### config.mk
export PLATFORM = sky130hd
export DESIGN_NAME = lpcg_top
export DESIGN_NICKNAME = d
export VERILOG_FILES = /design/src/lpcg_gate_sel.v /design/src/lpcg_top.v
export VERILOG_INCLUDE_DIRS = /design/src
export SDC_FILE = /design/constraint.sdc
export NUM_CORES = 1
export LEC_CHECK = 0
export BUFFER_PORTS_ARGS = -buffer_cell sky130_fd_sc_hd__buf_4
export CORE_MARGIN = 1.5
export CORE_UTILIZATION = 50
export CTS_BUF_LIST = sky130_fd_sc_hd__clkbuf_4 sky130_fd_sc_hd__clkbuf_8
export DETAILED_ROUTE_END_ITERATION = 12
export PLACE_DENSITY = 0.92
export SLEW_MARGIN = 15
export SYNTH_ARGS = -nofsm -noshare
export SYNTH_HDL_FRONTEND = slang
export SYNTH_SLANG_ARGS = --single-unit
### constraint.sdc
create_clock -name i_clk -period 1.59 [get_ports i_clk]
set_clock_uncertainty 0.05 [all_clocks]
set_input_delay 0 -clock i_clk [delete_from_list [all_inputs] [get_ports i_clk]]
set_output_delay 0 -clock i_clk [all_outputs]
set_load 0.02 [all_outputs]
### src/lpcg_defines.vh
// Purpose: constants for the low-power clock gating bank 0 block
// Assumes: 32-bit register port, byte addresses
// Notes: header only, no logic
`ifndef LPCG_DEFINES_VH
`define LPCG_DEFINES_VH
`define LPCG_RUN_OFF 12'h100
`define LPCG_SLEEP_OFF 12'h110
`define LPCG_DEEP_OFF 12'h120
`define LPCG_CFG_OFF 12'h060
`define LPCG_PSTATE_OFF 12'h130
`define LPCG_IRQ_STAT_OFF 12'h140
`define LPCG_IRQ_MASK_OFF 12'h144
`define LPCG_GATE_RESET 32'h00000040
`define LPCG_GATE_WMASK 32'h00010F08
`define LPCG_ADC_BIT 16
`define LPCG_WDT_BIT 3
`define LPCG_SPD_LSB 8
`define LPCG_SPD_MSB 11
`define LPCG_AUTO_GATE_BIT 27
`define LPCG_CFG_WMASK 32'h08000000
`define LPCG_CFG_RESET 32'h00000000
`define LPCG_PS_RUN 2'h0
`define LPCG_PS_SLEEP 2'h1
`define LPCG_PS_DEEP 2'h2
`define LPCG_IRQ_ADC_FAULT 0
`define LPCG_IRQ_WDT_FAULT 1
`endif

### src/lpcg_gate_sel.v
// Purpose: pick the gating word that applies in the present power state
// Assumes: all inputs on the system clock, power state already synchronised
// Notes: combinational only; the top registers the result
`timescale 1ns/1ps
`include "lpcg_defines.vh"
module lpcg_gate_sel
(
    input wire [31:0] i_run_gate,
    input wire [31:0] i_sleep_gate,
    input wire [31:0] i_deep_gate,
    input wire i_auto_gate,
    input wire [1:0] i_pstate,
    output reg [31:0] o_gate
);
    // without auto gating the run word rules every state
    always @*
    begin
        o_gate = i_run_gate;
        if (i_auto_gate)
        begin
            case (i_pstate)
                `LPCG_PS_SLEEP: o_gate = i_sleep_gate;
                `LPCG_PS_DEEP: o_gate = i_deep_gate;
                default: o_gate = i_run_gate;
            endcase
        end
        else
        begin
            o_gate = i_run_gate;
        end
    end
endmodule // lpcg_gate_sel

### src/lpcg_top.v
// Summary of operation
// - a gating bit of one clocks its peripheral, a zero leaves it unclocked and disabled.
// - any access to a peripheral whose clock is off is answered with a bus fault.
// - gating enable bits leave reset at zero so gated peripherals start unclocked.
// - separate run, sleep and deep-sleep gating registers are kept for the bank.
// - sleep and deep-sleep words apply only while auto clock gating is set.
// - bit 16 of each gating register is read-write and gates converter module 0.
// - bit 3 of each gating register is read-write and gates the watchdog.
// - bits 11 to 8 pick the converter rate: 2 is 500K, 1 is 250K, 0 is 125K samples/s.
// - reserved bits read zero, except bit 6 which reads one until the first write; software keeps them on read-modify-write.
//
// Purpose: clock gating control for converter and watchdog in run, sleep, deep sleep
// Assumes: one 50 MHz clock, register port with read data one cycle after strobe
//          access flags come from the bus decoder on this same clock
// Notes: the power state arrives from outside and is synchronised here
//        a one-cycle glitch on the power state pin never reaches the enables
//        the rate code is not limited in hardware; keeping it legal is software's job
//        bus faults pulse one cycle after the access and also latch a status bit
//        bit 6 of each gating word shows its reset value until the first write
//
// Chosen here: strobed register access.
`timescale 1ns/1ps
`include "lpcg_defines.vh"
module lpcg_top
(
    input wire i_clk,
    input wire i_reset_n,
    input wire [11:0] i_addr,
    input wire [31:0] i_wdata,
    input wire i_wr,
    input wire i_rd,
    output reg [31:0] o_rdata,
    input wire [1:0] i_pstate,
    input wire i_adc_access,
    input wire i_wdt_access,
    output reg o_adc_clk_en,
    output reg o_wdt_clk_en,
    output reg [3:0] o_converter_sample_speed,
    output reg o_adc_fault,
    output reg o_wdt_fault,
    output reg o_irq
);
    // gating words are indexed by power state and held in flip-flops
    localparam GW_RUN = 0;
    localparam GW_SLEEP = 1;
    localparam GW_DEEP = 2;
    localparam GW_COUNT = 3;
    localparam UNIT_COUNT = 2;

    // control and status state
    reg [31:0] gate_word_r [0:GW_COUNT-1];
    reg [31:0] cfg_r;
    reg [1:0] irq_stat_r;
    reg [1:0] irq_mask_r;
    reg [1:0] ps_s1_r;
    reg [1:0] ps_s2_r;
    reg [1:0] ps_s3_r;
    reg [1:0] pstate_r;
    wire [31:0] gate_sel;
    wire [1:0] fault_ev;
    wire [31:0] wdata_m;
    reg [31:0] rdata_nxt;

    // decoded strobes and per-unit views of the access and enable signals
    wire [GW_COUNT-1:0] wr_gate;
    wire wr_cfg;
    wire wr_stat;
    wire wr_mask;
    wire [UNIT_COUNT-1:0] unit_access;
    wire [UNIT_COUNT-1:0] unit_clk_en;
    genvar g;

    // one address compare shared by every write strobe and the read mux
    function addr_hit;
        input [11:0] addr;
        input [11:0] offset;
        begin
            addr_hit = (addr == offset);
        end
    endfunction

    // byte offset of the gating word for one power state index
    function [11:0] gate_offset;
        input integer idx;
        begin
            case (idx)
                GW_RUN: gate_offset = `LPCG_RUN_OFF;
                GW_SLEEP: gate_offset = `LPCG_SLEEP_OFF;
                default: gate_offset = `LPCG_DEEP_OFF;
            endcase
        end
    endfunction

    // write strobes decoded once; an unmapped write hits none of them
    assign wr_cfg = i_wr & addr_hit(i_addr, `LPCG_CFG_OFF);
    assign wr_stat = i_wr & addr_hit(i_addr, `LPCG_IRQ_STAT_OFF);
    assign wr_mask = i_wr & addr_hit(i_addr, `LPCG_IRQ_MASK_OFF);

    // writable bits only; a write never stores a one in a reserved bit
    assign wdata_m = i_wdata & `LPCG_GATE_WMASK;

    // gating registers, one per power state, all built alike
    generate
        for (g = 0; g < GW_COUNT; g = g + 1)
        begin : g_gate
            assign wr_gate[g] = i_wr & addr_hit(i_addr, gate_offset(g));
            // reset value and write path are the same for every word
            always @(posedge i_clk or negedge i_reset_n)
            begin
                if (!i_reset_n)
                begin
                    gate_word_r[g] <= `LPCG_GATE_RESET;
                end
                else if (wr_gate[g])
                begin
                    gate_word_r[g] <= wdata_m;
                end
            end
        end
    endgenerate

    // run clock configuration: only the auto gating bit is kept
    always @(posedge i_clk or negedge i_reset_n)
    begin
        if (!i_reset_n)
        begin
            cfg_r <= `LPCG_CFG_RESET;
        end
        else if (wr_cfg)
        begin
            cfg_r <= i_wdata & `LPCG_CFG_WMASK;
        end
    end

    // power state pin: three stages, accept a change when stages two and three agree
    always @(posedge i_clk or negedge i_reset_n)
    begin
        if (!i_reset_n)
        begin
            ps_s1_r <= `LPCG_PS_RUN;
            ps_s2_r <= `LPCG_PS_RUN;
            ps_s3_r <= `LPCG_PS_RUN;
            pstate_r <= `LPCG_PS_RUN;
        end
        else
        begin
            ps_s1_r <= i_pstate;
            ps_s2_r <= ps_s1_r;
            ps_s3_r <= ps_s2_r;
            if (ps_s2_r == ps_s3_r)
            begin
                pstate_r <= ps_s3_r;
            end
        end
    end

    // pick the word for the accepted power state
    lpcg_gate_sel u_sel
    (
        .i_run_gate(gate_word_r[GW_RUN]),
        .i_sleep_gate(gate_word_r[GW_SLEEP]),
        .i_deep_gate(gate_word_r[GW_DEEP]),
        .i_auto_gate(cfg_r[`LPCG_AUTO_GATE_BIT]),
        .i_pstate(pstate_r),
        .o_gate(gate_sel)
    );

    // enables registered so the clock gate sees a clean level
    always @(posedge i_clk or negedge i_reset_n)
    begin
        if (!i_reset_n)
        begin
            o_adc_clk_en <= 1'b0;
            o_wdt_clk_en <= 1'b0;
            o_converter_sample_speed <= 4'h0;
        end
        else
        begin
            o_adc_clk_en <= gate_sel[`LPCG_ADC_BIT];
            o_wdt_clk_en <= gate_sel[`LPCG_WDT_BIT];
            // rate code passed through as written; limiting it is software's job
            o_converter_sample_speed <= gate_sel[`LPCG_SPD_MSB:`LPCG_SPD_LSB];
        end
    end

    // accesses to an unclocked unit fault instead of completing
    assign unit_access[`LPCG_IRQ_ADC_FAULT] = i_adc_access;
    assign unit_access[`LPCG_IRQ_WDT_FAULT] = i_wdt_access;
    assign unit_clk_en[`LPCG_IRQ_ADC_FAULT] = o_adc_clk_en;
    assign unit_clk_en[`LPCG_IRQ_WDT_FAULT] = o_wdt_clk_en;
    generate
        for (g = 0; g < UNIT_COUNT; g = g + 1)
        begin : g_fault
            assign fault_ev[g] = unit_access[g] & ~unit_clk_en[g];
        end
    endgenerate

    // fault pulses registered so they stand one full cycle
    always @(posedge i_clk or negedge i_reset_n)
    begin
        if (!i_reset_n)
        begin
            o_adc_fault <= 1'b0;
            o_wdt_fault <= 1'b0;
        end
        else
        begin
            o_adc_fault <= fault_ev[`LPCG_IRQ_ADC_FAULT];
            o_wdt_fault <= fault_ev[`LPCG_IRQ_WDT_FAULT];
        end
    end

    // sticky status, write one to clear; a new fault wins over the clear
    always @(posedge i_clk or negedge i_reset_n)
    begin
        if (!i_reset_n)
        begin
            irq_stat_r <= 2'h0;
        end
        else if (wr_stat)
        begin
            irq_stat_r <= (irq_stat_r & ~i_wdata[1:0]) | fault_ev;
        end
        else
        begin
            irq_stat_r <= irq_stat_r | fault_ev;
        end
    end

    // interrupt mask, plain read-write
    always @(posedge i_clk or negedge i_reset_n)
    begin
        if (!i_reset_n)
        begin
            irq_mask_r <= 2'h0;
        end
        else if (wr_mask)
        begin
            irq_mask_r <= i_wdata[1:0];
        end
    end

    // read mux; unmapped addresses read zero
    always @*
    begin
        rdata_nxt = 32'h00000000;
        if (addr_hit(i_addr, `LPCG_RUN_OFF))
        begin
            rdata_nxt = gate_word_r[GW_RUN];
        end
        else if (addr_hit(i_addr, `LPCG_SLEEP_OFF))
        begin
            rdata_nxt = gate_word_r[GW_SLEEP];
        end
        else if (addr_hit(i_addr, `LPCG_DEEP_OFF))
        begin
            rdata_nxt = gate_word_r[GW_DEEP];
        end
        else if (addr_hit(i_addr, `LPCG_CFG_OFF))
        begin
            rdata_nxt = cfg_r;
        end
        else if (addr_hit(i_addr, `LPCG_PSTATE_OFF))
        begin
            rdata_nxt = {30'h0, pstate_r};
        end
        else if (addr_hit(i_addr, `LPCG_IRQ_STAT_OFF))
        begin
            rdata_nxt = {30'h0, irq_stat_r};
        end
        else if (addr_hit(i_addr, `LPCG_IRQ_MASK_OFF))
        begin
            rdata_nxt = {30'h0, irq_mask_r};
        end
        else
        begin
            rdata_nxt = 32'h00000000;
        end
    end

    // read data stands only in the cycle after the strobe
    always @(posedge i_clk or negedge i_reset_n)
    begin
        if (!i_reset_n)
        begin
            o_rdata <= 32'h00000000;
        end
        else
        begin
            o_rdata <= i_rd ? rdata_nxt : 32'h00000000;
        end
    end

    // interrupt level registered so the pin never glitches
    always @(posedge i_clk or negedge i_reset_n)
    begin
        if (!i_reset_n)
        begin
            o_irq <= 1'b0;
        end
        else
        begin
            o_irq <= |(irq_stat_r & irq_mask_r);
        end
    end
endmodule // lpcg_top

# Word-level counts from Yosys, hierarchy flattened
# Cells that the tools add are included.
[word_totals] regBits=75 out_inout_bits=41 wordCells=54 inputBits=52
[classes] muxes=11 bitwise_logic=15 n_eq_ne=10 reduce_logical=1
[op_table] op="$mux W28" n=3
[op_table] op="$eq A12 B9 Y1 const B" n=6
[op_table] op="$mux W32" n=2
[op_table] op="$pmux W17 S2" n=1
[op_table] op="$mux W17" n=1
[op_table] op="$eq A12 B7 Y1 const B" n=1
[op_table] op="$and A1 B1 Y1" n=8
[op_table] op="$mux W2" n=4
[op_table] op="$and A2 B2 Y2" n=2
[op_table] op="$or A2 B2 Y2" n=2
[op_table] op="$eq A2 B1 Y1 const B" n=1
[op_table] op="$eq A2 B2 Y1" n=1
[op_table] op="$eq A2 B2 Y1 const B" n=1
[op_table] op="$not A1 Y1" n=2
[op_table] op="$not A2 Y2" n=1
[op_table] op="$reduce_or A2 Y1" n=1

# Depth between registers and ports, before layout
# Gate-level depths: netlist of the first run.
[logic_depth] ltp_word=9 depth_mapped=6 depth_no_buf=5

# Modules after synthesis
# A second synthesis of the first run with hierarchy kept.
[unflattened] hier_cells=265 hier_area_um2=3294.4
[modules_own_cells] module="lpcg_top" n_inst=1 cells_per_inst=186 area_each_um2=2372.3
[modules_own_cells] module="lpcg_gate_sel" n_inst=1 cells_per_inst=79 area_each_um2=922.1

# Worst setup path after synthesis of the first run
# OpenSTA, ideal clock, no wires.
[synth_timing] path_type="input port to flip-flop" startpoint="input i_addr[9]" endpoint="register gate_word_r[67] in the netlist's numbering" required_time_ns=1.415 arrival_ns=1.527 setup_ns=0.125 slack_ns=-0.112 stages=4 cell_sequence="or4b_4 nor4_4 nor3b_4 mux2_2"
[synth_via] elab_chain_cells=2
[synth_rtl] element="start: declaration" line="lpcg_top.v:28" rtl="input wire [11:0] i_addr,"
[synth_rtl] element="$eq A12 B9 Y1" line="lpcg_top.v:78" rtl="addr_hit = (addr == offset);"
[synth_rtl] element="$and A1 B1 Y1" line="lpcg_top.v:106" rtl="assign wr_gate[g] = i_wr & addr_hit(i_addr, gate_offset(g));"
[synth_rtl] element="end signal: indexed assignment" line="lpcg_top.v:112" rtl="gate_word_r[g] <= `LPCG_GATE_RESET;"
[synth_rtl] element="end signal: indexed assignment" line="lpcg_top.v:116" rtl="gate_word_r[g] <= wdata_m;"
[synth_rtl] element="end: declaration" line="lpcg_top.v:51" rtl="reg [31:0] gate_word_r [0:GW_COUNT-1];"
# No other way between the ends.
# A chain may end at the register's enable or synchronous reset.

# Worst setup path in the final report of the first run
[layout_timing] startpoint="input i_addr[9]" endpoint="register gate_word_r[80] in the netlist's numbering"
# Same word-level chain as after synthesis.

==> flow_summary.json, run 1 <==
{
  "ys_seq_elements": 53,
  "numCtsBuffers": 5,
  "grt_util_met1_pct": 25.7,
  "power_leakage_nw": 1.52,
  "finalSetupViolCount": 0,
  "period_needed_ns": 1.59,
  "grtUsageMet2_pct": 35.9,
  "reg2reg_depth": 4,
  "syn_area_per_cell_um2": 11.9,
  "max-clock-path-buffers": 2,
  "num-nets-final": 335,
  "syn_to_final_growth_pct": 29.2,
  "period_share_pct": 99.7,
  "grt_max_degree": 54,
  "clkLatencyLatePin_ns": 0.30,
  "synth_top_area_share_pct": 52.4,
  "grt.overflow.total": 0,
  "critical_path_class": "in -> reg",
  "vias": 1711,
  "htree_levels": 2,
  "dp_hpwl_um": 3450,
  "drive_gt1_share_pct": 36.2,
  "hold_class": "in -> reg",
  "root_buffer": "clkbuf_8",
  "fp.coreArea_um2": 4470,
  "dr.first_iter.drc_count": 121,
  "postCtsSetupRepairBufs": 0,
  "wl_um": 4930,
  "worstMarginPinSlew_ns": 0.640,
  "use_met3_pct": 4.31,
  "synth-seq-area-share_pct": 55.7,
  "cp-end-kind": "flip-flop",
  "finalSetupTns_ns": 0,
  "p_per_area_nw_per_um2": 782,
  "register_area_um2": 1330,
  "fmax_ghz": 0.631,
  "busiest_layer": "met2",
  "synth_largest_area_cell": "dfrtp_1",
  "grt_pass1_wl_um": 8300,
  "startpoint_type": "input pin",
  "utilization_pct": 69.0,
  "yosys_warnings": 0,
  "cp_cell_sequence": "buf_4 -> or4b_4 -> nor4_4 -> nor3b_4 -> buf_12 -> mux2_2",
  "fp.dieW_um": 72.1,
  "multiInputGateArea_um2": 955,
  "holdPathStages": 4,
  "cts_tree": "built",
  "clk_pin_slew_ns": 0.09,
  "cp.required_ns": 1.73,
  "hold_viol": 0,
  "crit_slowest_cell": "or4b_4",
  "cts_sinks": 53,
  "dieArea_um2": 5200,
  "dr.pass1.iters": 4,
  "avgViaCountPerCell": 5.12,
  "grt_antenna_before_repair": 0,
  "first_global_vias": 1747,
  "die_y_um": 72.1,
  "row_count": 24,
  "ys_types": 33,
  "wl_per_cell_um": 14.8,
  "post-place-ws_ns": -0.306,
  "io_pins": 93,
  "grtUsageTotal_pct": 20.6,
  "antenna_left": 0,
  "initial_core_util_pct": 53.4,
  "rsz0062_at_grt": "true",
  "n_fill_cell": 313,
  "num_antenna_cells": 0,
  "route.detailed.drc": 0,
  "slowest_delay_ns": 0.55,
  "relSlewSlack_pct": 57.3,
  "synth_area_um2": 2390,
  "syn-instance-count": 201,
  "critPathMaxFanout": 7,
  "ir_worst_vdd_mv": 0.435,
  "outcome": "finished, final reports clean",
  "crit_arrival_ns": 1.72,
  "port_buffers": 47,
  "synth_area_leaders": "dfrtp_1 52%, mux2_2 11%, buf_4 6.9%",
  "slew_violations": 0,
  "globalplace.congestion": 0.856,
  "max_cap_viol_count": 0,
  "finalWorstSetupSlack_ns": 0.00498
}
==> path summary, 6_finish.rpt <==
path	slack, ns	from	to
max	0.005	i_addr[9]	gate_word_r[80]
min	0.05	i_addr[5]	o_rdata[1]
max reg2reg	0.17	pstate_r[0]	o_wdt_clk_en
min reg2reg	0.30	ps_s1_r[0]	ps_s2_r[0]
max in group asynchronous	0.85	i_reset_n	gate_word_r[11]
min in group asynchronous	0.22	i_reset_n	ps_s3_r[0]
==> cells in the final DEF, fill, tap and decap left out, types with 4 or more instances in the layout <==
| cell type | synthesis | routed |
|---|---|---|
| buf_4 | 22 | 61 |
| dfrtp_1 | 50 | 50 |
| conb_1 | 1 | 22 |
| mux2_2 | 23 | 21 |
| nor2_1 | 18 | 18 |
| dlygate4sd3_1 | 0 | 16 |
| nand2_1 | 11 | 11 |
| a21oi_1 | 11 | 11 |
| a22oi_1 | 8 | 8 |
| mux2i_1 | 7 | 7 |
| o21ai_0 | 6 | 6 |
| clkbuf_8 | 0 | 5 |
| nor2b_1 | 4 | 4 |
==> synth_stat cells <==
library cell	number
clkbuf_1	2
nor3b_4	1
a22oi_1	8
inv_1	3
and2_1	2
xnor2_1	2
o21ai_0	6
nand4b_1	1
nor4_1	3
or4_1	2
a211o_1	1
nand3_1	2
conb_1	1
buf_1	2
a21o_1	2
a22o_1	1
ha_1	2
buf_4	22
nor2b_1	4
or4b_2	1
nor2_1	18
dfstp_2	3
nand2b_1	4
nor4_4	1
nor3_1	2
a21oi_1	11
mux2i_1	7
and3_1	1
or3b_2	1
or4b_4	1
nand2_1	11
dfrtp_1	50
mux2_2	23
==> state kept, by name, summed over array words and instances, names as in the netlist <==
signal	cells
o_adc_fault	1
o_converter_sample_speed	4
gate_word_r	21
cfg_r	1
ps_s3_r	2
ps_s2_r	2
pstate_r	2
ps_s1_r	2
o_irq	1
o_adc_clk_en	1
o_wdt_clk_en	1
o_rdata	10
irq_stat_r	2
o_wdt_fault	1
irq_mask_r	2
==> cell families (layout without fill, tap and decap cells) <==
kind of cell	Yosys count	in the layout	synth area share (%)
xor gates and xnor gates	2	2	0.734
and+or+nand+nor	55	55	13.1
other	1	22	0.157
buffers and inverters	29	89	8.02
muxes	30	30	13.8
adders and majority gates	2	2	1.05
AOI/OAI and AO/OA	29	29	7.44
DFF	53	53	55.7
==> report_power, final <==
part	leakage [nW]	switching, mW	internal, mW
Sequential	0.698	0.0122	1.37
Clock	0.0484	0.407	0.323
Combinational	0.769	0.172	0.131
Total	1.52	0.591	1.82
==> cell type report <==
type | instances | share of cell area (%)
clock inverter | 2 | 0.324
clock buffer | 6 | 2.47
timing repair buffer | 78 | 20.7
inverter | 3 | 0.365
tap | 52 | 2.11
sequential | 53 | 43.1
multi-input combinational | 140 | 30.9
==> per-layer routing <==
layer | up-vias | part of all wire (%)
met2 | 61 | 51
met1 | 831 | 42
met5 | - | 0
li1 | 810 | -
met3 | 9 | 5.1
met4 | 0 | 1.5
==> metrics by stage <==
step | instances | total power [mW] | cell area (µm²) | hold WS, ns
4_1_cts | 334 | 2.43 | 3080 | 0.0469
3_5_place_dp | 310 | 1.67 | 2830 | 0.0179
2_1_floorplan | 222 | 1.57 | 2470 | -0.346
3_3_place_gp | 310 | 1.66 | 2830 | 0.00984
5_1_grt | 334 | 2.51 | 3090 | 0.0705
6_report | 334 | 2.41 | 3090 | 0.0463
==> critical path, delay by kind of cell <==
family                 cells  cell delay (ns)
buffers and inverters      2             0.26
AND/OR/NAND/NOR            3             1.13
multiplexers               1             0.33
==> repair_timing <==
action                     CTS  global route
hold buffers                16             0
hold endpoints to repair    80             0
resized for setup            0             3
setup endpoints to repair    0             7
Power figures use the tool's default switching activity.
==> run 2, diff against run 1 <==
--- a/config.mk
+++ b/config.mk
@@ -8,10 +8,10 @@
 export LEC_CHECK = 0
 export BUFFER_PORTS_ARGS = -buffer_cell sky130_fd_sc_hd__buf_4
 export CORE_MARGIN = 1.5
-export CORE_UTILIZATION = 50
+export CORE_UTILIZATION = 54
 export CTS_BUF_LIST = sky130_fd_sc_hd__clkbuf_4 sky130_fd_sc_hd__clkbuf_8
 export DETAILED_ROUTE_END_ITERATION = 12
-export PLACE_DENSITY = 0.92
+export PLACE_DENSITY = 0.95
 export SLEW_MARGIN = 15
 export SYNTH_ARGS = -nofsm -noshare
 export SYNTH_HDL_FRONTEND = slang
==> constraint.sdc (replaced) <==
create_clock -name i_clk -period 1.9 [get_ports i_clk]
set_clock_uncertainty 0.05 [all_clocks]
set_input_delay 0 -clock i_clk [delete_from_list [all_inputs] [get_ports i_clk]]
set_output_delay 0 -clock i_clk [all_outputs]
set_load 0.02 [all_outputs]
==> flow_summary.json, run 2 (same netlist as run 1, synthesis figures left out) <==
{
  "relSlewSlack_pct": 57.5,
  "post-place-ws_ns": 0.00582,
  "critPathMaxFanout": 12,
  "largest_reg_flops": 21,
  "hold_class": "in -> reg",
  "slew_violations": 0,
  "p_per_area_nw_per_um2": 671,
  "grt_pass1_wl_um": 8360,
  "final_cells": 324,
  "p_sw_share_pct": 24.9,
  "max-clock-path-buffers": 2,
  "cp-end-kind": "flip-flop",
  "syn_to_final_growth_pct": 26.3,
  "cp_cell_sequence": "inv_1 -> ha_1 -> nand2b_1 -> nand2_1 -> o21ai_0",
  "final_cell_mix": "54 x buf_4, 50 x dfrtp_1, 23 x mux2_2, 22 x conb_1, 18 x nor2_1",
  "crit_arrival_ns": 1.69,
  "initial_core_util_pct": 58.0,
  "finalSetupViolCount": 0,
  "cp.required_ns": 2.01,
  "p_total_mw": 2.02,
  "slowest_delay_ns": 0.44,
  "cts_sinks": 53,
  "seqPwrFrac_pct": 57.4,
  "crit_slowest_cell": "dfrtp_1",
  "biggestRegsByFlops": "gate_word_r x21, o_rdata x10, o_converter_sample_speed x4",
  "antenna_left": 0,
  "fp.dieW_um": 69.5,
  "period_share_pct": 83.2,
  "internal-power_mw": 1.52,
  "fp.coreArea_um2": 4120,
  "utilization_pct": 73.2,
  "ir_worst_vdd_mv": 0.487,
  "clkLatencyLatePin_ns": 0.30,
  "avgViaCountPerCell": 5.29,
  "dp.cells": 301,
  "cts_resized": 0,
  "clk_pin_slew_ns": 0.09,
  "route.detailed.drc": 0,
  "htree_levels": 2,
  "finalWorstSetupSlack_ns": 0.320,
  "worstMarginPinSlew_ns": 0.638,
  "die_y_um": 69.5,
  "n_fill_cell": 285,
  "worst-path-buf-inv": 1,
  "max_cap_viol_count": 0,
  "multiInputGateArea_um2": 945,
  "fin_area_um2": 3010,
  "postPlaceCellArea_um2": 2770,
  "row_count": 23,
  "grtUsageTotal_pct": 22.2,
  "rsz0062_at_grt": "false",
  "outcome": "finished, final reports clean",
  "critical_path_class": "reg -> reg",
  "dr.pass1.iters": 4,
  "num-nets-final": 327,
  "startpoint_type": "flip-flop",
  "largest_register": "gate_word_r",
  "wl_um": 4880,
  "dieArea_um2": 4830,
  "globalplace.congestion": 0.834,
  "hold_slack_ns": 0.00970,
  "numCtsBuffers": 5,
  "power_leakage_nw": 1.48,
  "cts_tree": "built",
  "grt.overflow.total": 0,
  "critical_path.top_delay_family": "simple AND/OR/NAND/NOR gates",
  "wl_per_cell_um": 15.1,
  "drive_gt1_share_pct": 34.3,
  "dp_hpwl_um": 3400,
  "root_buffer": "clkbuf_8",
  "first_global_vias": 1774,
  "power.switching_uw": 504,
  "port_buffers": 47,
  "p_clk_share_pct": 31.1,
  "mostFrequentLayoutCell": "buf_4",
  "fmax_ghz": 0.633,
  "finalSetupTns_ns": 0,
  "combPwrFrac_pct": 11.5,
  "dr.first_iter.drc_count": 137,
  "num_antenna_cells": 0,
  "period_needed_ns": 1.58,
  "vias": 1714,
  "grt_antenna_before_repair": 0,
  "register_area_um2": 1330,
  "hold_viol": 0,
  "grt_max_degree": 54,
  "io_pins": 93
}
## run 2: cell types whose count changed in the layout (fill, tap and decap cells not counted)
cell           previous run  this run
buf_4                    61        54
clkinv_2                  2         1
dlygate4sd3_1            16        15
inv_6                     0         1
mux2_2                   21        23
mux2_4                    2         0
nand2b_1                  3         4
nand2b_2                  1         0
## run 2: worst reg2reg max path, stage by stage (launching register included)
cell	delay, ns
dfrtp_1	0.44
inv_1	0.07
ha_1	0.29
nand2b_1	0.33
nand2_1	0.15
o21ai_0	0.11
## run 2: power by group through the flow
stage	Clock [mW]	Sequential, mW	Combinational, mW
2_1_floorplan	0	1.18	0.135
3_3_place_gp	0	1.18	0.197
3_5_place_dp	0	1.18	0.205
4_1_cts	0.646	1.16	0.231
5_1_grt	0.702	1.16	0.253
6_report	0.629	1.16	0.232
## run 2: cell type report
| type | instances | area share (%) |
|---|---|---|
| clock buffers | 6 | 2.53 |
| multi-input cells | 140 | 31.3 |
| repair buffers | 70 | 19.1 |
| clock inverters | 2 | 0.457 |
| well taps | 50 | 2.08 |
| flip-flops and latches | 53 | 44.1 |
| inverters | 3 | 0.374 |
## run 2: per-layer routing
layer,up-vias,track usage [%],routed length (µm)
met5,-,0,0
met4,0,9.80,131
met3,13,6.40,319
met2,74,37.9,2510
met1,830,26.0,1920
li1,797,-,-
## run 2: final timing paths
| kind | cells after the start | startpoint | slack (ns) | endpoint |
|---|---|---|---|---|
| hold reg to reg | 0 | ps_s1_r[1] | 0.30 | ps_s2_r[1] |
| setup reg to reg | 5 | pstate_r[0] | 0.32 | o_wdt_clk_en |
| hold / removal | 3 | i_wr | 0.01 | cfg_r[27] |
| setup / recovery | 5 | pstate_r[0] | 0.32 | o_wdt_clk_en |
| min in group asynchronous | 2 | i_reset_n | 0.20 | o_rdata[6] |
| max in group asynchronous | 2 | i_reset_n | 1.16 | gate_word_r[80] |
## run 2: what timing repair did
action,CTS,global route
hold buffers,15,0
hold endpoints to repair,80,0
buffers inserted,0,0
==> run 3, diff against run 2 <==
--- a/config.mk
+++ b/config.mk
@@ -8,10 +8,10 @@
 export LEC_CHECK = 0
 export BUFFER_PORTS_ARGS = -buffer_cell sky130_fd_sc_hd__buf_4
 export CORE_MARGIN = 1.5
-export CORE_UTILIZATION = 54
+export CORE_UTILIZATION = 50
 export CTS_BUF_LIST = sky130_fd_sc_hd__clkbuf_4 sky130_fd_sc_hd__clkbuf_8
 export DETAILED_ROUTE_END_ITERATION = 12
-export PLACE_DENSITY = 0.95
+export PLACE_DENSITY = 0.92
 export SLEW_MARGIN = 15
 export SYNTH_ARGS = -nofsm -noshare
 export SYNTH_HDL_FRONTEND = slang
==> constraint.sdc (replaced) <==
create_clock -name i_clk -period 1.6 [get_ports i_clk]
set_clock_uncertainty 0.05 [all_clocks]
set_input_delay 0 -clock i_clk [delete_from_list [all_inputs] [get_ports i_clk]]
set_output_delay 0 -clock i_clk [all_outputs]
set_load 0.02 [all_outputs]
==> flow_summary.json, run 3 (same netlist as run 1, synthesis figures left out) <==
{
  "outcome": "finished, final reports clean",
  "worstMarginPinSlew_ns": 0.645,
  "grtUsageTotal_pct": 20.4,
  "port_buffers": 47,
  "cp.required_ns": 1.75,
  "slew_violations": 0,
  "relSlewSlack_pct": 56.9,
  "dieArea_um2": 5200,
  "critical_path_class": "in -> reg",
  "wl_um": 5010,
  "dp_hpwl_um": 3510,
  "cts_tree": "built",
  "grt_max_degree": 54,
  "p_per_area_nw_per_um2": 827,
  "crit_arrival_ns": 1.73,
  "power_leakage_nw": 1.53,
  "dr.max_layer_used": "met4",
  "rsz0062_at_grt": "true",
  "antenna_left": 0,
  "period_share_pct": 98.7,
  "biggestRegsByFlops": "gate_word_r x21, o_rdata x10, o_converter_sample_speed x4",
  "grt.overflow.total": 0,
  "final_cell_mix": "61 x buf_4, 50 x dfrtp_1, 22 x mux2_2, 22 x conb_1, 18 x nor2_1",
  "fp.coreArea_um2": 4470,
  "route.detailed.drc": 0,
  "n_fill_cell": 309,
  "hold_viol": 0,
  "fmax_ghz": 0.634,
  "first_global_vias": 1708,
  "ir_worst_vdd_mv": 0.648,
  "grt_pass1_wl_um": 8200,
  "wl_met2_um": 2500,
  "largest_reg_flops": 21,
  "syn_to_final_growth_pct": 30.1,
  "finalSetupViolCount": 0,
  "dr.first_iter.drc_count": 142,
  "num_antenna_cells": 0,
  "grt_antenna_before_repair": 0,
  "die_y_um": 72.1,
  "post-place-ws_ns": -0.296,
  "startpoint_type": "input pin",
  "wl_met1_um": 2140,
  "max-clock-path-buffers": 2,
  "reg2reg_depth": 5,
  "dr_wl_met3_um": 269,
  "final_cells": 334,
  "largest_register": "gate_word_r",
  "dr.pass1.iters": 4,
  "mostFrequentLayoutCell": "buf_4",
  "vias": 1736,
  "wl_per_cell_um": 15.0,
  "drive_gt1_share_pct": 36.2,
  "postCtsSetupRepairBufs": 0,
  "initial_core_util_pct": 53.4,
  "clk_pin_slew_ns": 0.10,
  "utilization_pct": 69.4,
  "numCtsBuffers": 5,
  "cts_sinks": 53,
  "cp-end-kind": "flip-flop",
  "holdPathStages": 4,
  "critPathMaxFanout": 7,
  "avgViaCountPerCell": 5.20,
  "period_needed_ns": 1.58,
  "multiInputGateArea_um2": 951,
  "fp.dieW_um": 72.1,
  "register_area_um2": 1330,
  "root_buffer": "clkbuf_8",
  "max_cap_viol_count": 0,
  "htree_levels": 2,
  "globalplace.congestion": 0.855,
  "row_count": 24,
  "io_pins": 93,
  "clkLatencyLatePin_ns": 0.31,
  "dp.cells": 310,
  "num-nets-final": 335,
  "finalWorstSetupSlack_ns": 0.0215,
  "hold_class": "in -> reg"
}
-- run 3: cell types whose count changed in the layout (fill, tap and decap cells not counted) --
cell / delta
mux2_2: -1
dlygate4sd3_1: +1
buf_4: +7
nand2b_2: +1
mux2_4: +1
bufinv_16: +1
nand2b_1: -1
inv_6: -1
-- run 3: path summary, 6_finish.rpt --
path                             start              end  slack (ns)
max in group asynchronous    i_reset_n  gate_word_r[48]        0.87
hold / removal               i_addr[5]       o_rdata[1]        0.06
setup / recovery             i_addr[9]  gate_word_r[67]        0.02
min in group asynchronous    i_reset_n      o_adc_fault        0.21
hold reg to reg             ps_s1_r[0]       ps_s2_r[0]        0.30
setup reg to reg           pstate_r[1]     o_wdt_clk_en        0.12
-- run 3: layout make-up --
type	instances	share of cell area, %
Sequential cell	53	42.8
Multi-Input combinational cell	140	30.6
Timing Repair Buffer	78	20.5
Clock buffer	6	2.46
Tap cell	52	2.09
Clock inverter	2	1.13
Inverter	3	0.362
-- run 3: what timing repair did --
item	CTS	global route
hold buffers	16	0
gates resized for setup	0	2
endpoints found under the setup margin	0	6
endpoints found under the hold margin	80	0
-- run 3: per-layer routing --
| metal | global-route usage, % | up-vias |
|---|---|---|
| met5 | 0 | - |
| met4 | 8.81 | 0 |
| met3 | 4.03 | 11 |
| met2 | 34.0 | 64 |
| met1 | 26.2 | 846 |
| li1 | - | 815 |
-- run 3: per-stage QoR --
| step | instance area [µm²] | setup TNS [ns] | power [mW] | hold slack, ns |
|---|---|---|---|---|
| after floorplan | 2470 | -0.735 | 1.56 | -0.346 |
| final | 3110 | 0 | 2.57 | 0.0555 |
| after detailed placement | 2830 | -4.90 | 1.66 | 0.0175 |
| after global placement | 2830 | -3.74 | 1.65 | 0.00988 |
| after CTS | 3100 | 0 | 2.58 | 0.0460 |
| after global routing | 3110 | -0.0104 | 2.66 | 0.0792 |
-- run 3: worst max-delay path, cell delays in order --
cell and delay, ns:
buf_4 0.11, or4b_4 0.55, nor4_4 0.30, nor3b_4 0.28, buf_12 0.15, mux2_2 0.33
-- run 3: power by group --
part	leakage, nW	internal [mW]	total [mW]	switching [mW]
registers	0.698	1.36	1.37	0.0129
clock network	0.0586	0.481	0.897	0.415
logic	0.768	0.130	0.301	0.171
total	1.53	1.97	2.57	0.599
